===== config.mk =====
export PLATFORM = sky130hd
export DESIGN_NAME = flash_write_erase_guard
export DESIGN_NICKNAME = d
export VERILOG_FILES = /design/src/include/flash_guard_pkg.sv /design/src/boot_window.sv /design/src/flash_write_erase_guard.sv
export SDC_FILE = /design/constraint.sdc
export NUM_CORES = 1
export LEC_CHECK = 0
export BUFFER_PORTS_ARGS = -buffer_cell sky130_fd_sc_hd__buf_4
export CAP_MARGIN = 20
export CORE_MARGIN = 1.5
export CORE_UTILIZATION = 53
export CTS_CLUSTER_SIZE = 20
export DETAILED_ROUTE_END_ITERATION = 10
export GPL_ROUTABILITY_DRIVEN = 1
export GPL_TIMING_DRIVEN = 0
export PLACE_DENSITY = 0.94
export SYNTH_ARGS = -nofsm -noshare
export SYNTH_HDL_FRONTEND = slang
export SYNTH_HIERARCHICAL = 1
export SYNTH_SLANG_ARGS = --single-unit

===== constraint.sdc =====
create_clock -name clk_in -period 6.35 [get_ports clk_in]
set_clock_uncertainty 0.1 [all_clocks]
set_input_delay 0.635 -clock clk_in [delete_from_list [all_inputs] [get_ports clk_in]]
set_output_delay 0.635 -clock clk_in [all_outputs]
set_load 0.01 [all_outputs]

===== src/include/flash_guard_pkg.sv =====
// package: constants and carriers for the flash write and erase guard
package flash_guard_pkg;
	// ------------------------------------------------------------
	// register map
	// ------------------------------------------------------------
	localparam logic [7:0] ERASE_CMD_ADDR  = 8'h94;
	localparam logic [7:0] ARM_REG_ADDR    = 8'hb2;
	localparam logic [7:0] PAGE_REG_ADDR   = 8'hb7;
	localparam int         ARM_BIT         = 1;
	localparam int         PAGE_LSB        = 1;
	localparam logic [7:0] MASS_PATTERN    = 8'haa;
	localparam logic [7:0] PAGE_PATTERN    = 8'h55;
	localparam logic [7:0] ERASED_BYTE     = 8'hff;
	// ------------------------------------------------------------
	// geometry
	// ------------------------------------------------------------
	localparam int         PAGE_BYTES      = 1024;
	localparam int         PAGE_SHIFT      = 10;
	localparam int         ENGINE_WORDS    = 4096;
	localparam int         FLASH_AW        = 18;
	localparam int         BANK_W          = 3;
	localparam int         SMALL_BANK_W    = 2;
	localparam logic [15:0] UPPER_BASE     = 16'h8000;
	// ------------------------------------------------------------
	// timing
	// ------------------------------------------------------------
	localparam int         CLK_MHZ         = 100;
	localparam int         WRITE_US        = 42;
	localparam int         ERASE_MS        = 20;
	localparam int         WRITE_CYC       = WRITE_US * CLK_MHZ;
	localparam int         ERASE_CYC       = ERASE_MS * 1000 * CLK_MHZ;
	localparam int         BOOT_CYC        = 60;
	localparam int         CNT_W           = 24;
	// ------------------------------------------------------------
	// carriers
	// ------------------------------------------------------------
	typedef struct packed {
		logic       wr;
		logic [7:0] addr;
		logic [7:0] wdata;
	} sfr_req_t;

	typedef struct packed {
		logic        wr;
		logic [15:0] addr;
		logic [7:0]  wdata;
	} store_req_t;

	typedef enum logic [3:0] {
		ST_IDLE  = 4'b0001,
		ST_WRITE = 4'b0010,
		ST_PAGE  = 4'b0100,
		ST_MASS  = 4'b1000
	} seq_state_t;
endpackage


===== src/boot_window.sv =====
// module: pre-boot window counter holding the debug port off
`timescale 1ns/1ns
module boot_window (
	input  wire logic clk_in,
	input  wire logic rst_in,
	input  wire logic ce_in,
	output logic      window_out
);
	import flash_guard_pkg::*;

	logic [6:0] count_ff;

	always_ff @(posedge clk_in or posedge rst_in) begin
		if (rst_in) begin
			count_ff <= 7'h00;
		end else if (ce_in && count_ff != 7'(BOOT_CYC)) begin
			count_ff <= count_ff + 7'h01;
		end
	end

	assign window_out = (count_ff != 7'(BOOT_CYC));
endmodule


===== src/flash_write_erase_guard.sv =====
// module: flash steering, write/erase sequencing, banking and security lock
// Contract
// - pages are 1024 bytes, erased individually
// - engine code start is page value times 1024
// - steer bit sends data stores to flash
// - steer bit writes ignored while interrupts enabled
// - write during engine run dropped, interrupt raised
// - write pending at pass start skips pass
// - engine-idle interrupt on falling edge
// - write 42 us, page erase 20 ms busy
// - erased bytes read all ones
// - mass erase needs arm then 0xaa
// - mass erase only with debug port enabled
// - page erase needs page then 0x55
// - low 32 KB fixed, upper bank selectable
// - bank field two or three bits wide
// - locked debug port allows only mass erase
// - first 60 cycles block debug port
// - lock clears at reset, writes only set
// - lock released by any reset, mass erase not needed
// - locked page zero refuses erase and write
`timescale 1ns/1ns
module flash_write_erase_guard #(
	parameter int WRITE_CYCLES = flash_guard_pkg::WRITE_CYC,
	parameter int ERASE_CYCLES = flash_guard_pkg::ERASE_CYC,
	parameter bit SMALL_FLASH  = 1'b0
) (
	input  wire logic                          clk_in,
	input  wire logic                          rst_in,
	input  wire logic                          ce_in,
	input  wire flash_guard_pkg::sfr_req_t     sfr_in,
	input  wire logic                          irq_global_en_in,
	input  wire flash_guard_pkg::store_req_t   store_in,
	input  wire logic [15:0]                   prog_addr_in,
	input  wire logic                          engine_busy_in,
	input  wire logic                          engine_pass_req_in,
	input  wire logic                          debug_port_en_in,
	input  wire logic                          debug_op_req_in,
	input  wire logic                          debug_mass_req_in,
	input  wire logic [flash_guard_pkg::BANK_W-1:0] upper_bank_select_in,
	input  wire logic [7:0]                    engine_code_page_in,
	input  wire logic                          lock_set_in,
	output logic                               flash_write_steer_out,
	output logic                               ram_store_out,
	output logic [flash_guard_pkg::FLASH_AW-1:0] prog_flash_addr_out,
	output logic [flash_guard_pkg::FLASH_AW-1:0] engine_start_out,
	output logic                               engine_pass_go_out,
	output logic                               write_blocked_irq_out,
	output logic                               pass_skipped_irq_out,
	output logic                               engine_idle_irq_out,
	output logic                               flash_busy_out,
	output logic                               flash_we_out,
	output logic [flash_guard_pkg::FLASH_AW-1:0] flash_addr_out,
	output logic [7:0]                         flash_wdata_out,
	output logic                               erase_page_out,
	output logic                               erase_all_out,
	output logic                               code_lock_out,
	output logic                               boot_window_flag_out,
	output logic                               debug_grant_out
);
	import flash_guard_pkg::*;

	// ------------------------------------------------------------
	// declarations
	// ------------------------------------------------------------
	seq_state_t            state_ff;
	seq_state_t            nxt_state;
	logic [CNT_W-1:0]      timer_ff;
	logic                  steer_ff;
	logic                  arm_ff;
	logic [6:0]            page_sel_ff;
	logic                  lock_ff;
	logic                  mass_done_ff;
	logic                  eng_busy_d_ff;
	logic                  wr_blk_ff;
	logic                  skip_ff;
	logic                  idle_irq_ff;
	logic                  pass_go_ff;
	logic [FLASH_AW-1:0]   waddr_ff;
	logic [7:0]            wdata_ff;
	logic                  boot_win;
	logic                  sfr_wr;
	logic                  steer_wr;
	logic                  cmd_wr;
	logic                  store_flash;
	logic                  write_ok;
	logic                  mass_ok;
	logic                  page_ok;
	logic                  dbg_mass;
	logic [BANK_W-1:0]     bank;
	logic [FLASH_AW-1:0]   store_addr;

	boot_window u_boot (
		.clk_in     (clk_in),
		.rst_in     (rst_in),
		.ce_in      (ce_in),
		.window_out (boot_win)
	);

	// ------------------------------------------------------------
	// address mapping
	// ------------------------------------------------------------
	always_comb begin
		bank = upper_bank_select_in;
		if (SMALL_FLASH) begin
			bank[BANK_W-1] = 1'b0;
		end
	end

	function automatic logic [FLASH_AW-1:0] map_addr(input logic [15:0] a,
		input logic [BANK_W-1:0] b);
		if (a < UPPER_BASE) begin
			map_addr = {3'h0, a[14:0]};
		end else begin
			map_addr = {b, a[14:0]};
		end
	endfunction

	assign store_addr          = map_addr(store_in.addr, bank);
	assign prog_flash_addr_out = map_addr(prog_addr_in, bank);
	assign engine_start_out    = FLASH_AW'({engine_code_page_in, 10'h000});

	// ------------------------------------------------------------
	// register writes
	// ------------------------------------------------------------
	assign sfr_wr   = ce_in && sfr_in.wr;
	assign steer_wr = sfr_wr && sfr_in.addr == ARM_REG_ADDR && !irq_global_en_in;
	assign cmd_wr   = sfr_wr && sfr_in.addr == ERASE_CMD_ADDR;

	always_ff @(posedge clk_in or posedge rst_in) begin
		if (rst_in) begin
			steer_ff <= 1'b0;
			arm_ff   <= 1'b0;
		end else if (steer_wr) begin
			steer_ff <= sfr_in.wdata[0];
			arm_ff   <= sfr_in.wdata[ARM_BIT];
		end else if (cmd_wr) begin
			arm_ff <= 1'b0;
		end
	end

	always_ff @(posedge clk_in or posedge rst_in) begin
		if (rst_in) begin
			page_sel_ff <= 7'h00;
		end else if (sfr_wr && sfr_in.addr == PAGE_REG_ADDR) begin
			page_sel_ff <= sfr_in.wdata[7:PAGE_LSB];
		end
	end

	// ------------------------------------------------------------
	// security lock and debug gate
	// ------------------------------------------------------------
	always_ff @(posedge clk_in or posedge rst_in) begin
		if (rst_in) begin
			lock_ff <= 1'b0;
		end else if (ce_in && lock_set_in) begin
			lock_ff <= 1'b1;
		end
	end

	always_ff @(posedge clk_in or posedge rst_in) begin
		if (rst_in) begin
			mass_done_ff <= 1'b0;
		end else if (ce_in && state_ff == ST_MASS && timer_ff == '0) begin
			mass_done_ff <= 1'b1;
		end
	end

	// locked debug port keeps only mass erase, nothing in the boot window
	assign debug_grant_out = debug_port_en_in && !boot_win &&
		debug_op_req_in && !lock_ff;
	assign dbg_mass = ce_in && debug_port_en_in && !boot_win && debug_mass_req_in;
	assign boot_window_flag_out = boot_win;
	assign code_lock_out        = lock_ff;

	// ------------------------------------------------------------
	// operation qualification
	// ------------------------------------------------------------
	assign store_flash = store_in.wr && steer_ff;
	assign ram_store_out = store_in.wr && !steer_ff;
	assign flash_write_steer_out = steer_ff;
	assign write_ok = ce_in && store_flash && state_ff == ST_IDLE && !engine_busy_in &&
		!(lock_ff && store_addr[FLASH_AW-1:PAGE_SHIFT] == '0);
	assign mass_ok = (cmd_wr && sfr_in.wdata == MASS_PATTERN && arm_ff &&
		debug_port_en_in) || dbg_mass;
	assign page_ok = cmd_wr && sfr_in.wdata == PAGE_PATTERN &&
		!(lock_ff && page_sel_ff == 7'h00);

	// ------------------------------------------------------------
	// sequencer
	// ------------------------------------------------------------
	always_comb begin
		nxt_state = state_ff;
		case (state_ff)
			ST_IDLE: begin
				if (mass_ok) begin
					nxt_state = ST_MASS;
				end else if (page_ok) begin
					nxt_state = ST_PAGE;
				end else if (write_ok) begin
					nxt_state = ST_WRITE;
				end
			end
			ST_WRITE, ST_PAGE, ST_MASS: begin
				if (timer_ff == '0) begin
					nxt_state = ST_IDLE;
				end
			end
			default: nxt_state = ST_IDLE;
		endcase
	end

	always_ff @(posedge clk_in or posedge rst_in) begin
		if (rst_in) begin
			state_ff <= ST_IDLE;
		end else if (ce_in) begin
			state_ff <= nxt_state;
		end
	end

	always_ff @(posedge clk_in or posedge rst_in) begin
		if (rst_in) begin
			timer_ff <= '0;
		end else if (ce_in) begin
			if (state_ff == ST_IDLE) begin
				if (mass_ok || page_ok) begin
					timer_ff <= CNT_W'(ERASE_CYCLES - 1);
				end else if (write_ok) begin
					timer_ff <= CNT_W'(WRITE_CYCLES - 1);
				end
			end else if (timer_ff != '0) begin
				timer_ff <= timer_ff - 1'b1;
			end
		end
	end

	always_ff @(posedge clk_in or posedge rst_in) begin
		if (rst_in) begin
			waddr_ff <= '0;
			wdata_ff <= ERASED_BYTE;
		end else if (ce_in && state_ff == ST_IDLE) begin
			if (page_ok) begin
				waddr_ff <= FLASH_AW'({page_sel_ff, 10'h000});
			end else if (write_ok) begin
				waddr_ff <= store_addr;
				wdata_ff <= store_in.wdata;
			end
		end
	end

	assign flash_busy_out  = state_ff != ST_IDLE;
	assign flash_we_out    = state_ff == ST_WRITE;
	assign erase_page_out  = state_ff == ST_PAGE;
	assign erase_all_out   = state_ff == ST_MASS;
	assign flash_addr_out  = waddr_ff;
	assign flash_wdata_out = wdata_ff;

	// ------------------------------------------------------------
	// collision and engine events
	// ------------------------------------------------------------
	always_ff @(posedge clk_in or posedge rst_in) begin
		if (rst_in) begin
			eng_busy_d_ff <= 1'b0;
			wr_blk_ff     <= 1'b0;
			skip_ff       <= 1'b0;
			idle_irq_ff   <= 1'b0;
			pass_go_ff    <= 1'b0;
		end else if (ce_in) begin
			eng_busy_d_ff <= engine_busy_in;
			wr_blk_ff     <= store_flash && engine_busy_in;
			skip_ff       <= engine_pass_req_in && state_ff == ST_WRITE;
			pass_go_ff    <= engine_pass_req_in && state_ff != ST_WRITE;
			idle_irq_ff   <= eng_busy_d_ff && !engine_busy_in;
		end
	end

	assign write_blocked_irq_out = wr_blk_ff;
	assign pass_skipped_irq_out  = skip_ff;
	assign engine_idle_irq_out   = idle_irq_ff;
	assign engine_pass_go_out    = pass_go_ff;
endmodule


==> PnR_summary.wiki <==
{| class="wikitable"
! Metric !! Value
|-
| Predominant post-synthesis flop cell || sky130_fd_sc_hd__dfrtp_1
|-
| Mean Syn Cell Area || 10.0 µm²
|-
| DRC violations left || 0
|-
| Maximum number of pins on one net before global-route repair || 47
|-
| Std-Cell Rows || 31
|-
| Gr ovfl total || 0
|-
| First-pass DRT Iterations || 5
|-
| Worst R2R Path Depth || 6
|-
| Netlist cell types || 65
|-
| Number of hold violations in the final report || 0
|-
| Total Wirelength || 11.0 mm
|-
| Final Setup Violations || 0
|-
| Max incr delay on CP || 0.57 ns
|-
| Detail-routed net length per standard cell || 16.8 µm
|-
| Share of the cycle needed by the critical path after routing || 48.5%
|-
| Share of the synthesized netlist area taken by xor and xnor gates || 1.07%
|-
| Sw Ratio || 31.8%
|-
| Standby leakage power || 2.58 nW
|-
| Synthesized netlist cell count || 408
|-
| Total global-route track usage || 27.1%
|-
| Maximum vdd drop || 160 µV
|-
| Critical-path top delay cell || sky130_fd_sc_hd__dfstp_2
|-
| Flip-flop and latch count after synthesis || 76
|-
| Synthesis-to-layout area growth || 30.5%
|-
| Antenna Nets Post-Route || 0
|-
| Simple-gate portion of the synthesized area || 18.2%
|-
| Placed wire-length estimate after detailed placement || 8.17 mm
|-
| I/O Buffers || 120
|-
| Fraction of power consumed by combinational cells || 22.1%
|-
| Kind of critical path || reg -> out
|-
| Root cell of the clock tree || sky130_fd_sc_hd__clkbuf_8
|-
| Initial core utilization || 55.4%
|-
| Final critical-path required period || 3.08 ns
|-
| # H-tree levels || 3
|-
| Worst endpoint data arrival time || 2.35 ns
|-
| Reg clk slew, reported paths || 0.08 ns
|-
| Die width || 90.7 µm
|-
| Number of primary I/O pins || 154
|-
| Portion of the post-synthesis area used by sequential elements || 46.9%
|-
| Core Footprint || 0.00737 mm²
|-
| Cell Chain, Critical Path || nor4b_2 > inv_1 > clkbuf_1 > buf_4
|-
| Count of vias placed by the detailed router || 3,844
|-
| Vias in the first global route || 3,825
|-
| Async set-or-reset flop fraction in the synthesized netlist || 100%
|-
| Path type of the worst min-delay path || in -> async
|-
| Peak Freq || 0.324 GHz
|-
| Area used by multi-input combinational logic || 0.00182 mm²
|-
| Number of buffers inserted to repair setup after CTS || 0
|-
| TritonCTS clock tree || yes
|-
| Maximum fanout count along the critical path || 10
|-
| Nets || 632
|-
| Number of buffers added to fix hold violations after cts || 0
|-
| Post-placement worst setup slack || 3.19 ns
|-
| Die height || 90.7 µm
|-
| Register Area || 0.00191 mm²
|-
| Worst Tran Pin Value || 0.936 ns
|-
| Required @ worst endpoint || 5.61 ns
|-
| Post-synthesis compound-gate area fraction || 17.3%
|-
| Nature of the critical path startpoint || flip-flop
|-
| Placer Congestion || 0.961
|-
| Number of sinks on the clock net || 76
|-
| Number of buffers added by the clock tree synthesis step || 9
|-
| Initial antenna violation count || 0
|-
| Resize count post-CTS || 0
|-
| Final TNS setup || 0 ns
|-
| Remaining max-slew budget at the tightest pin || 37.0%
|-
| Antenna diode instance count || 0
|-
| Final count of pins violating max slew || 0
|-
| Cell Pwr Density || 222 mW/mm²
|-
| DR vias/cell || 5.89
|-
| Internal power contribution || 0.000806 W
|-
| Sw Pwr || 0.000375 W
|-
| Post-synthesis instance area || 0.00408 mm²
|-
| Die area || 0.00823 mm²
|-
| Sequential Power Share || 50.1%
|-
| Post-synth EDFFs || 0
|-
| Longest Clk Path Bufs || 2
|-
| # fillers || 520
|-
| Main combinational cell family by area after synthesis || simple AND/OR/NAND/NOR gates
|-
| Dpl cells || 637
|-
| Pwr Total || 0.00118 W
|-
| Number of warnings reported in the yosys synthesis log || 6
|-
| Adder and majority gate portion of the synthesized area || 1.23%
|-
| Clock Power Share || 27.7%
|-
| Max-cap check violation count || 0
|-
| Ratio of cells with drive above 1 in the final layout || 38.4%
|-
| Fin Hold WS || 0.114 ns
|-
| Post-route setup slack || 3.27 ns
|-
| First-pass GRT wire length || 17.8 mm
|-
| Setup repair after global routing missed its margin || no
|-
| Mux cell area share after synthesis || 6.01%
|-
| Outcome || completed
|-
| Clock latency on the worst-skew pair || 0.36 ns
|-
| Critical path endpoint category || output pin
|-
| Drt initial violations || 373
|-
| Final non-filler cell total || 653
|}
state kept, by name, indices dropped and copies added, names as in the netlist:
signal and count:
flash_addr_out 18, arm_ff 1, u_boot/count_ff 7, flash_wdata_out 8, pass_skipped_irq_out 1, engine_pass_go_out 1
state_ff 4, page_sel_ff 7, flash_write_steer_out 1, code_lock_out 1, write_blocked_irq_out 1, timer_ff 24
eng_busy_d_ff 1, engine_idle_irq_out 1
final timing paths:
| path | from | to | slack [ns] |
|---|---|---|---|
| min in group clk_in | u_boot/count_ff[6] | u_boot/count_ff[6] | 0.37 |
| worst max register to register | state_ff[0] | flash_addr_out[2] | 3.32 |
| worst min register to register | u_boot/count_ff[6] | u_boot/count_ff[6] | 0.37 |
| worst min-delay path | rst_in | u_boot/count_ff[5] | 0.11 |
| max in group asynchronous | rst_in | flash_wdata_out[0] | 5.23 |
| worst max-delay path | state_ff[0] | flash_busy_out | 3.27 |
cell usage in the layout (no fill, tap or decap), types with 3 or more instances in the layout:
cell and instances:
sky130_fd_sc_hd__a21oi_1 18, sky130_fd_sc_hd__clkbuf_8 9, sky130_fd_sc_hd__nor4_1 6, sky130_fd_sc_hd__inv_1 12, sky130_fd_sc_hd__o21ai_1 7, sky130_fd_sc_hd__nor3_1 13
sky130_fd_sc_hd__dfstp_2 9, sky130_fd_sc_hd__and4b_1 3, sky130_fd_sc_hd__o22ai_1 3, sky130_fd_sc_hd__nand2_1 27, sky130_fd_sc_hd__o21ai_0 40, sky130_fd_sc_hd__nor2b_1 4
sky130_fd_sc_hd__o22a_1 5, sky130_fd_sc_hd__buf_4 154, sky130_fd_sc_hd__mux2_2 16, sky130_fd_sc_hd__nor4b_1 7, sky130_fd_sc_hd__a31oi_1 7, sky130_fd_sc_hd__nand4_1 4
sky130_fd_sc_hd__a22o_1 10, sky130_fd_sc_hd__clkbuf_1 9, sky130_fd_sc_hd__nor2_1 24, sky130_fd_sc_hd__clkinvlp_4 3, sky130_fd_sc_hd__mux2i_1 5, sky130_fd_sc_hd__buf_2 4
sky130_fd_sc_hd__ha_1 4, sky130_fd_sc_hd__o31ai_1 4, sky130_fd_sc_hd__and2_1 7, sky130_fd_sc_hd__xor2_1 4, sky130_fd_sc_hd__nand3_1 6, sky130_fd_sc_hd__dfrtp_1 67
sky130_fd_sc_hd__and3_1 3, sky130_fd_sc_hd__conb_1 10
area by class of cell:
type,count,share of cell area [%]
sequential,76,35.9
multi-input combinational,280,34.2
timing repair buffer,121,17.3
buffer,48,6.15
clock buffer,11,2.47
tap,99,2.33
inverter,13,0.916
clock inverter,5,0.681
cell families after synthesis:
group	after synthesis
flip-flops	76
buffers and inverters	61
XOR/XNOR	5
other	1
AO/OA/AOI/OAI	111
AND/OR/NAND/NOR	128
adder cells (fa/ha/maj)	4
multiplexers	22
layer usage:
metal / vias up / GRT usage [%] / wire [µm]
met5: - / 0 / 0
met4: 0 / 12.3 / 283
met3: 31 / 5.13 / 779
met2: 206 / 48.1 / 5740
met1: 1873 / 31.5 / 4160
li1: 1734 / - / -
synth_stat cells (3+ instances only):
cell,n,area [µm²]
sky130_fd_sc_hd__nor3_1,13,65.1
sky130_fd_sc_hd__and3_1,3,18.8
sky130_fd_sc_hd__mux2i_1,5,50.1
sky130_fd_sc_hd__ha_1,4,50.1
sky130_fd_sc_hd__nor2_1,24,90.1
sky130_fd_sc_hd__nand2_1,27,101
sky130_fd_sc_hd__xor2_1,4,35.0
sky130_fd_sc_hd__dfstp_2,9,236
sky130_fd_sc_hd__and4b_1,3,30.0
sky130_fd_sc_hd__a21oi_1,18,90.1
sky130_fd_sc_hd__o31ai_1,4,30.0
sky130_fd_sc_hd__o22ai_1,3,18.8
sky130_fd_sc_hd__mux2_2,16,180
sky130_fd_sc_hd__nor4_1,6,37.5
sky130_fd_sc_hd__nand4_1,4,25.0
sky130_fd_sc_hd__nor4b_1,7,61.3
sky130_fd_sc_hd__nor2b_1,4,25.0
sky130_fd_sc_hd__a22o_1,10,87.6
sky130_fd_sc_hd__clkbuf_1,7,26.3
sky130_fd_sc_hd__nand3_1,6,30.0
sky130_fd_sc_hd__o22a_1,5,43.8
sky130_fd_sc_hd__dfrtp_1,67,1680
sky130_fd_sc_hd__o21ai_0,40,200
sky130_fd_sc_hd__a31oi_1,7,43.8
sky130_fd_sc_hd__and2_1,7,43.8
sky130_fd_sc_hd__inv_1,13,48.8
sky130_fd_sc_hd__o21ai_1,7,35.0
sky130_fd_sc_hd__buf_2,4,20.0
sky130_fd_sc_hd__buf_4,34,255
power by group through the flow:
stage               clock network (W)  registers, W  logic (W)
floorplan                           0      0.000587   0.000166
global placement                    0      0.000593   0.000244
detailed placement                  0      0.000598   0.000259
CTS                          0.000327      0.000590   0.000261
global route                 0.000352      0.000598   0.000289
finish                       0.000327      0.000592   0.000262
critical path, delay by kind of cell, from the launching register on:
kind          cells  cell delay (ns)
buf+inv           3             0.85
flops             1             0.57
simple gates      1             0.57
per-stage QoR:
stage               area, µm²  util (%)
floorplan                4110         -
global placement         5140      69.7
detailed placement       5160      70.0
CTS                      5330      72.3
global route             5330      72.3
finish                   5330      72.3
No activity file was read; power rests on OpenSTA's default activity.
